--- src/logic/supervisor_pkg.sv ---
package supervisor_pkg;

    // ------------------------------------------------------------
    // timebase
    // ------------------------------------------------------------
    localparam int unsigned CLK_HZ           = 100_000_000;
    localparam int unsigned CLK_PERIOD_NS    = 10;
    localparam int unsigned TICK_NS          = 1_000;
    localparam int unsigned TICK_DIV         = (TICK_NS + CLK_PERIOD_NS - 1) / CLK_PERIOD_NS;

    // ------------------------------------------------------------
    // interval figures in their own units
    // ------------------------------------------------------------
    localparam int unsigned RESET_TIMEOUT_MS = 200;
    localparam int unsigned WATCHDOG_MS      = 1_600;
    localparam int unsigned GLITCH_REJECT_NS = 100;
    localparam int unsigned MR_MIN_WIDTH_US  = 5;

    // interval counts in prescaled ticks; glitch window in clock cycles
    localparam int unsigned RESET_TICKS      = RESET_TIMEOUT_MS * 1_000_000 / TICK_NS;
    localparam int unsigned WATCHDOG_TICKS   = WATCHDOG_MS * 1_000_000 / TICK_NS;
    // debounce: longer than the glitch window, shorter than the guaranteed width
    localparam int unsigned DEBOUNCE_TICKS   = (MR_MIN_WIDTH_US * 1_000 / TICK_NS) - 2;
    localparam int unsigned GLITCH_CYCLES    = (GLITCH_REJECT_NS + CLK_PERIOD_NS - 1) / CLK_PERIOD_NS;

    localparam int unsigned TIMER_W          = 24;
    localparam int unsigned DIV_W            = 16;
    localparam int unsigned DEB_W            = 8;

    // ------------------------------------------------------------
    // sequencer states
    // ------------------------------------------------------------
    typedef enum logic [1:0] {
        ST_HOLD = 2'b01,
        ST_RUN  = 2'b10
    } seq_state_t;

endpackage

--- src/logic/supply_supervisor.sv ---
`timescale 1ns/1ns
// Overview of operation
// - reset outputs asserted whenever the supply-low indication is active.
// - after supply returns, reset held for the 200 ms timeout.
// - two open-drain reset outputs, one active high, one active low.
// - no watchdog input transition within 1.6 s asserts reset.
// - watchdog input is build-time choice: serial data line or kick pin.
// - any edge on the watchdog input restarts the watchdog period.
// - manual reset low asserts reset, held for full timeout after release.
// - manual reset input is debounced against bounces and glitches.
// - unconnected manual reset reads high, treated as deasserted.
// - external low on the active-low reset pin starts a full reset.
// - write-protect low allows memory writes, high blocks all writes.
// - writes inhibited while supply is low, including power-up.
// - build option: only active-low reset and no write-protect input.
// - manual reset pulses up to 100 ns ignored; 5 us recognised.
module supply_supervisor #(
    parameter bit              WDOG_ON_SDA    = 1'b1,
    parameter bit              DUAL_RESET     = 1'b1,
    parameter int unsigned     TICK_DIV       = supervisor_pkg::TICK_DIV,
    parameter int unsigned     RESET_TICKS    = supervisor_pkg::RESET_TICKS,
    parameter int unsigned     WATCHDOG_TICKS = supervisor_pkg::WATCHDOG_TICKS,
    parameter int unsigned     DEBOUNCE_TICKS = supervisor_pkg::DEBOUNCE_TICKS
) (
    input  wire logic i_clk,
    input  wire logic i_sys_rst,
    input  wire logic i_supply_low,
    input  wire logic i_manual_reset_in_n,
    input  wire logic i_reset_n_pin,
    input  wire logic i_sda_in,
    input  wire logic i_watchdog_kick_in,
    input  wire logic i_write_protect,
    output logic      o_reset_n_out,
    output logic      o_reset_n_oe,
    output logic      o_reset_hi_out,
    output logic      o_reset_hi_oe,
    output logic      o_write_enable
);

    localparam int unsigned TW = supervisor_pkg::TIMER_W;
    localparam int unsigned DW = supervisor_pkg::DIV_W;
    localparam int unsigned BW = supervisor_pkg::DEB_W;

    // ------------------------------------------------------------
    // input synchronisers
    // ------------------------------------------------------------
    logic [5:0] sync1_ff;
    logic [5:0] sync2_ff;
    wire  [5:0] raw_in = {i_supply_low, i_manual_reset_in_n, i_reset_n_pin,
                          i_sda_in, i_watchdog_kick_in, i_write_protect};

    // manual reset and reset pin idle at their pulled levels
    always_ff @(posedge i_clk or posedge i_sys_rst) begin
        if (i_sys_rst) begin
            sync1_ff <= 6'h38;
            sync2_ff <= 6'h38;
        end else begin
            sync1_ff <= raw_in;
            sync2_ff <= sync1_ff;
        end
    end

    wire supply_low_s = sync2_ff[5];
    wire mr_n_s       = sync2_ff[4];
    wire rst_pin_n_s  = sync2_ff[3];
    wire wd_src_s     = WDOG_ON_SDA ? sync2_ff[2] : sync2_ff[1];
    wire wp_s         = sync2_ff[0];

    // ------------------------------------------------------------
    // prescaler
    // ------------------------------------------------------------
    logic [DW-1:0] div_ff;
    logic          tick_ff;
    wire           div_end = (div_ff == DW'(TICK_DIV - 1));
    wire [DW-1:0]  nxt_div = div_end ? '0 : div_ff + 1'b1;

    always_ff @(posedge i_clk or posedge i_sys_rst) begin
        if (i_sys_rst) begin
            div_ff  <= '0;
            tick_ff <= 1'b0;
        end else begin
            div_ff  <= nxt_div;
            tick_ff <= div_end;
        end
    end

    // ------------------------------------------------------------
    // manual reset glitch filter and debounce
    // ------------------------------------------------------------
    localparam int unsigned GC = supervisor_pkg::GLITCH_CYCLES;
    logic [BW-1:0] glitch_ff;
    logic          mr_filt_ff;
    logic [BW-1:0] deb_ff;
    logic          mr_active_ff;

    wire           mr_low_raw  = ~mr_n_s;
    wire           glitch_done = (glitch_ff == BW'(GC));
    wire [BW-1:0]  nxt_glitch  = mr_low_raw ? (glitch_done ? glitch_ff : glitch_ff + 1'b1) : '0;
    wire           nxt_mr_filt = mr_low_raw & glitch_done;

    // level must stay stable for the debounce count before being accepted
    wire           deb_diff   = (mr_filt_ff != mr_active_ff);
    wire           deb_done   = (deb_ff == BW'(DEBOUNCE_TICKS));
    wire [BW-1:0]  nxt_deb    = !deb_diff ? '0 : (tick_ff ? deb_ff + 1'b1 : deb_ff);
    wire           nxt_mr_act = (deb_diff && deb_done) ? mr_filt_ff : mr_active_ff;

    always_ff @(posedge i_clk or posedge i_sys_rst) begin
        if (i_sys_rst) begin
            glitch_ff    <= '0;
            mr_filt_ff   <= 1'b0;
            deb_ff       <= '0;
            mr_active_ff <= 1'b0;
        end else begin
            glitch_ff    <= nxt_glitch;
            mr_filt_ff   <= nxt_mr_filt;
            deb_ff       <= deb_done && deb_diff ? '0 : nxt_deb;
            mr_active_ff <= nxt_mr_act;
        end
    end

    // external pull on the active-low pin, ignored while we drive it ourselves
    // and for the two synchroniser cycles after our own release
    logic       ext_pull_ff;
    logic [1:0] own_drive_ff;
    wire        own_mask     = o_reset_n_oe | own_drive_ff[0] | own_drive_ff[1];
    wire        nxt_ext_pull = ~rst_pin_n_s & ~own_mask;

    always_ff @(posedge i_clk or posedge i_sys_rst) begin
        if (i_sys_rst) begin
            ext_pull_ff  <= 1'b0;
            own_drive_ff <= 2'h3;
        end else begin
            ext_pull_ff  <= nxt_ext_pull;
            own_drive_ff <= {own_drive_ff[0], o_reset_n_oe};
        end
    end

    // ------------------------------------------------------------
    // watchdog
    // ------------------------------------------------------------
    logic          wd_prev_ff;
    logic [TW-1:0] wd_cnt_ff;
    logic          wd_fire_ff;
    logic          rst_asserted_ff;

    wire           wd_edge    = (wd_src_s != wd_prev_ff);
    wire           wd_expire  = tick_ff && (wd_cnt_ff == TW'(WATCHDOG_TICKS - 1));
    wire [TW-1:0]  nxt_wd_cnt = (rst_asserted_ff || wd_edge || wd_expire) ? '0
                              : (tick_ff ? wd_cnt_ff + 1'b1 : wd_cnt_ff);
    wire           nxt_wd_fire = ~rst_asserted_ff & ~wd_edge & wd_expire;

    always_ff @(posedge i_clk or posedge i_sys_rst) begin
        if (i_sys_rst) begin
            wd_prev_ff <= 1'b0;
            wd_cnt_ff  <= '0;
            wd_fire_ff <= 1'b0;
        end else begin
            wd_prev_ff <= wd_src_s;
            wd_cnt_ff  <= nxt_wd_cnt;
            wd_fire_ff <= nxt_wd_fire;
        end
    end

    // ------------------------------------------------------------
    // reset sequencer
    // ------------------------------------------------------------
    supervisor_pkg::seq_state_t state_ff;
    supervisor_pkg::seq_state_t nxt_state;
    logic [TW-1:0]              hold_cnt_ff;

    // all reset sources; the watchdog fire is a one-cycle trigger
    wire          cause      = supply_low_s | mr_active_ff | ext_pull_ff | wd_fire_ff;
    wire          hold_done  = tick_ff && (hold_cnt_ff == TW'(RESET_TICKS - 1));
    wire [TW-1:0] nxt_hold   = (cause || state_ff != supervisor_pkg::ST_HOLD) ? '0
                             : (tick_ff ? hold_cnt_ff + 1'b1 : hold_cnt_ff);

    always_comb begin
        nxt_state = state_ff;
        case (state_ff)
            supervisor_pkg::ST_HOLD: begin
                if (!cause && hold_done) begin
                    nxt_state = supervisor_pkg::ST_RUN;
                end
            end
            supervisor_pkg::ST_RUN: begin
                if (cause) begin
                    nxt_state = supervisor_pkg::ST_HOLD;
                end
            end
            default: begin
                nxt_state = supervisor_pkg::ST_HOLD;
            end
        endcase
    end

    always_ff @(posedge i_clk or posedge i_sys_rst) begin
        if (i_sys_rst) begin
            state_ff    <= supervisor_pkg::ST_HOLD;
            hold_cnt_ff <= '0;
        end else begin
            state_ff    <= nxt_state;
            hold_cnt_ff <= nxt_hold;
        end
    end

    wire nxt_rst_assert = (nxt_state == supervisor_pkg::ST_HOLD);

    // write gate: supply good (supply-low sync resets high for power-up), protect pin low
    wire  wp_term         = DUAL_RESET ? wp_s : 1'b0;
    wire  nxt_write_en    = ~supply_low_s & ~wp_term;

    // ------------------------------------------------------------
    // output drivers (open drain)
    // ------------------------------------------------------------
    always_ff @(posedge i_clk or posedge i_sys_rst) begin
        if (i_sys_rst) begin
            rst_asserted_ff <= 1'b1;
            o_reset_n_out   <= 1'b0;
            o_reset_n_oe    <= 1'b1;
            o_reset_hi_out  <= 1'b0;
            o_reset_hi_oe   <= 1'b0;
            o_write_enable  <= 1'b0;
        end else begin
            rst_asserted_ff <= nxt_rst_assert;
            o_reset_n_out   <= 1'b0;
            o_reset_n_oe    <= nxt_rst_assert;
            o_reset_hi_out  <= 1'b0;
            o_reset_hi_oe   <= DUAL_RESET & ~nxt_rst_assert;
            o_write_enable  <= nxt_write_en;
        end
    end

endmodule

--- config.mk ---
export PLATFORM = sky130hd
export DESIGN_NAME = supply_supervisor
export DESIGN_NICKNAME = d
export VERILOG_FILES = /design/src/logic/supervisor_pkg.sv /design/src/logic/supply_supervisor.sv
export SDC_FILE = /design/constraint.sdc
export NUM_CORES = 1
export LEC_CHECK = 0
export BUFFER_PORTS_ARGS = -buffer_cell sky130_fd_sc_hd__buf_2
export CORE_MARGIN = 2
export CORE_UTILIZATION = 30
export CTS_CLUSTER_DIAMETER = 120
export DETAILED_ROUTE_END_ITERATION = 8
export PLACE_DENSITY_LB_ADDON = 0.12
export SYNTH_ARGS = -nofsm -noshare
export SYNTH_HDL_FRONTEND = slang
export SYNTH_SLANG_ARGS = --single-unit
--- constraint.sdc ---
create_clock -name i_clk -period 3.8 [get_ports i_clk]
set_clock_uncertainty 0.15 [all_clocks]
set_input_delay 0.19 -clock i_clk [delete_from_list [all_inputs] [get_ports i_clk]]
set_output_delay 0.19 -clock i_clk [all_outputs]
set_load 0.01 [all_outputs]
---- Word-level counts from Yosys, hierarchy flattened ----
Cells that the tools add are included.
operators by class
  equality and inequality tests ........... 13
  bitwise logic cells ..................... 18
  mux-type cells .......................... 13
  reduce and logical (&&, ||, !) cells .... 10
  $add $sub $neg .......................... 5
operator list
  kind                     number
  $mux W24                 4
  $add A24 B1 Y24 const B  2
  $mux W8                  5
  $eq A24 B18 Y1 const B   1
  $eq A24 B21 Y1 const B   1
  $add A16 B1 Y16 const B  1
  $add A8 B1 Y8 const B    2
  $eq A16 B7 Y1 const B    1
  $mux W16                 1
  $eq A8 B2 Y1 const B     1
  $eq A8 B4 Y1 const B     1
  $not A1 Y1               8
  $and A1 B1 Y1            5
  $or A1 B1 Y1             5
  $eq A2 B1 Y1 const B     2
  $logic_and A1 B1 Y1      4
  $mux W2                  2
  $pmux W2 S2              1
  $reduce_bool A2 Y1       2
  $logic_or A1 B1 Y1       3
  $ne A3 B2 Y1 const B     1
  $eq A2 B2 Y1 const B     1
  $ne A1 B1 Y1             2
  $ne A2 B1 Y1 const B     1
  2 further kinds          2
word-level totals
  bits of input ports ..................... 8
  flip-flop bits (word level) ............. 105
  word-level logic and storage cells ...... 77
  output and inout port bits .............. 5

---- Logic depth before layout (Yosys ltp) ----
  depth after elaboration ................. 9
  gate-level depth with buffers ........... 6
  gate-level depth less buffers ........... 6

---- Least setup slack after synthesis ----
No wires, ideal clock.
  path kind ............................... reg-to-reg
  start point ............................. register hold_cnt_ff[0]
  end point ............................... register hold_cnt_ff[20]
  arrival time ............................ 1.879 ns
  period minus slack after synthesis ...... 2.108 ns
  required time ........................... 3.571 ns
  path buffers ............................ 1
  setup slack ............................. 1.692 ns
  cell stages (with the launch flop) ...... 7
  setup time .............................. 0.079 ns
  cells stage by stage .................... dfrtp_1 > ha_1 > nand3_1 > or4_1 > clkbuf_1 > or3_1 > a21oi_1
on the way
  cells in the longest elaborated chain, start to end .. 3
ends and longest elaborated chain
  what                      RTL line                  text
  start: declaration        supply_supervisor.sv:169  logic [TW-1:0] hold_cnt_ff;
  start signal: assignment  supply_supervisor.sv:202  hold_cnt_ff <= nxt_hold;
  $add A24 B1 Y24           supply_supervisor.sv:175  : (tick_ff ? hold_cnt_ff + 1'b1 : hold_cnt_ff);
  $mux W24                  supply_supervisor.sv:175
  $mux W24                  supply_supervisor.sv:174  wire [TW-1:0] nxt_hold = (cause || state_ff != supervisor_pkg::ST_HOLD) ? '0
No other way between the ends. The select of a mux whose other input is x is not followed.
A chain may end at the register's enable or synchronous reset.

---- Worst setup path after layout ----
  start point ............................. register tick_ff
  end point ............................... register wd_cnt_ff[21]
on the way
  cells in the longest elaborated chain, start to end .. 3
  elaborated cells on any way between the ends .. 4
  those cells by class .................... mux: 1; reduce/logical: 3
ends and longest elaborated chain
  what                                                   RTL line                  text
  start: declaration                                     supply_supervisor.sv:73   logic tick_ff;
  start signal: assignment                               supply_supervisor.sv:83   tick_ff <= div_end;
  $logic_and A1 B1 Y1                                    supply_supervisor.sv:147  wire wd_expire = tick_ff && (wd_cnt_ff == TW'(WATCHDOG_TICKS - 1));
  $logic_or A1 B1 Y1                                     supply_supervisor.sv:148  wire [TW-1:0] nxt_wd_cnt = (rst_asserted_ff || wd_edge || wd_expire) ? '0
  $mux W24 / $reduce_bool A2 Y1 (equally long branches)  n/a
  end signal: assignment                                 supply_supervisor.sv:159  wd_cnt_ff <= nxt_wd_cnt;
  end: declaration                                       supply_supervisor.sv:142  logic [TW-1:0] wd_cnt_ff;
Parallel ways exist; a longest one is shown, timed or not.

==> qor.yml <==
dieHeight_um: 131
fin_tns_setup_ns: 0
final_nets: 499
synthSimpleGateAreaFrac_pct: 24.2
hp-class: "reg -> reg"
cts-hold-fix-buffers: 6
final_common_cell: "dfrtp_1"
cp.arrival_ns: 2.50
cp.required_ns: 3.93
dr.pass1.iters: 4
ios: 13
p_per_area_nw_per_um2: 397
drt_iter0_markers: 234
dieArea_sq_um: 17100
grt_max_degree: 75
areaGrowthSynthToFinish_pct: 13.7
finish.utilization_pct: 34.7
async_flop_share_pct: 100
cts.clk_slew.worst_paths_ns: 0.07
cts_tree: "built"
cts.sinks: 103
status: "finished, final reports clean"
cap_violations: 0
slew_viol_final: 0
worst_pin_slew_ns: 0.941
ff2ff_setup_slack_ns: 1.42
slew_headroom_pct: 37.3
end_kind: "flop"
finalCritPeriodShare_pct: 62.5
reg2reg_from: "tick_ff"
antenna_cells: 0
cts_setup_buffers: 0
layout_common_cells: "93 x dfrtp_1, 51 x nor2_1, 29 x xnor2_1, 28 x nand2_1, 27 x nand3_1"
crit_fanout: 12
start_util_pct: 30.5
cts_resized: 0
cts_root_buffer: "clkbuf_16"
synth_edf_count: 0
synth.distinct_cells: 42
htree_levels: 3
place.gp.congestion: 0.750
synthAdderAreaFrac_pct: 2.07
avgViaCountPerCell: 4.90
fmax_mhz: 421
startpoint_type: "flop"
grt_pass1_wl_um: 16600
hold_depth: 0
worstSetupPathType: "reg -> reg"
grt_overflow_total: 0
numCtsBuffers: 9
row_count: 46
r2r_end: "wd_cnt_ff[21]"
antenna_found_initial: 0
synth_ff_type: "dfrtp_1"
clk_latency_ns: 0.35
syn_inst: 468
place.detailed.hpwl_um: 6080
coreArea_sq_um: 15800
vdd_drop_max_mv: 0.218
syn_area_per_cell_sq_um: 10.3
min_period_ns: 2.38
synthMuxAreaShare_pct: 0.855
min_to: "sync2_ff[2]"
drive_gt1_share_pct: 9.63
wire_per_inst_um: 13.4
worst_r2r_path_depth: 6
yosysWarnings: 0
synth-compound-area-share_pct: 7.04
synthXorXnorAreaFrac_pct: 9.61
worstHoldStart: "sync1_ff[2]"
ant_nets: 0
finalHoldViolCount: 0
synth_top_family_by_area: "simple AND/OR/NAND/NOR gates"
routed-via-count: 3452
p_leak_nw: 2.17
clockBufferDepth: 2
rsz0062_at_grt: "false"
grt_pass1_vias: 3401
grtUsageTotal_pct: 12.3
whs_ns: 0.200
yosysSeqAreaShare_pct: 53.6
wirelength_um: 9460
port_buffers: 9
ys_seq_elements: 103
die_w_um: 131
drc: 0
synth.cell_area_sq_um: 4830
setup_viol: 0
## cells in the mapped netlist (2+ instances only)
master     n  area share [%]
nand2b_1   2            0.26
ha_1       8             2.1
and3_1    10             1.3
nand3_1   27             2.8
a211oi_1   3            0.47
or4_4      2            0.47
a21o_1     2            0.31
nor2_1    51             4.0
nor4b_1    4            0.73
xnor2_1   29             5.3
dfrtp_1   93              48
nor4_1    16             2.1
xor2_1    24             4.4
or2_2      2            0.26
nand4_1   17             2.2
a21oi_1   26             2.7
buf_4      3            0.47
dfstp_2   10             5.4
and4_1     8             1.5
nor3_1    10             1.0
nor3b_1    2            0.31
or4_1     11             1.7
or3_1     19             2.5
o31ai_1    6            0.93
nand2_1   28             2.2
o21ai_0   17             1.8
inv_1     11            0.85
mux2i_1    3            0.62
clkbuf_1  11            0.85
## flip-flops by register name, summed over array words and instances, names as in the netlist
name and cells:
div_ff 16, sync1_ff 5, hold_cnt_ff 24, ext_pull_ff 1, deb_ff 8, sync2_ff 5
o_reset_hi_oe 1, mr_active_ff 1, wd_cnt_ff 24, wd_prev_ff 1, glitch_ff 8, rst_asserted_ff 1
o_write_enable 1, own_drive_ff 2, wd_fire_ff 1, state_ff 2, mr_filt_ff 1, tick_ff 1
## per-stage QoR
stage                     power, mW  setup WS [ns]  cells  instance area [sq um]
after floorplan                1.16          0.773    469                   4830
after global placement         1.18           1.45    682                   5100
after detailed placement       1.18           1.42    682                   5100
after CTS                      2.24           1.40    704                   5490
after global routing           2.28           1.18    704                   5490
final                          2.18           1.42    704                   5490
## final cells by class
cell class,instances,area [sq um]
multi-input combinational,339,2120
timing repair buffer,19,135
sequential,103,2590
clock inverter,6,92.6
clock buffer,10,239
inverter,11,43.8
fill,1607,10300
tap,216,270
## worst max-delay path: stages, from the launching register on
cell     delay [ns]
dfrtp_1        0.55
buf_4          0.26
nand4_1        0.09
buf_4          0.19
or3_1          0.43
or4_1          0.48
a21oi_1        0.15
## cell families after synthesis
group	Yosys count
and+or+nand+nor	213
DFF	103
AOI/OAI and AO/OA	59
xor gates and xnor gates	53
buffers and inverters	27
adders and majority gates	8
muxes	4
other	1
## layer usage
layer,global-route usage [%],vias to the layer above,wire (um),part of all wire [%]
li1,-,1711,-,-
met4,4.38,0,136,1.4
met5,0,-,0,0
met1,16.3,1693,4750,50
met3,3.46,12,296,3.1
met2,19.2,36,4280,45
## power breakdown
group          internal (mW)  switching [mW]
combinational         0.0130          0.0333
clock                  0.599           0.421
sequential              1.11         0.00768
total                   1.72           0.462
## worst max-delay path by stage
stage | startpoint | end | slack [ns] | cells after the start
2_1_floorplan | i_sys_rst | deb_ff[0] | 0.77 | 1
4_1_cts | tick_ff | wd_cnt_ff[21] | 1.40 | 6
3_3_place_gp | tick_ff | wd_cnt_ff[21] | 1.45 | 6
6_report | tick_ff | wd_cnt_ff[21] | 1.42 | 6
5_1_grt | mr_active_ff | hold_cnt_ff[21] | 1.18 | 3
3_5_place_dp | tick_ff | wd_cnt_ff[21] | 1.42 | 6
Power figures use the tool's default switching activity.
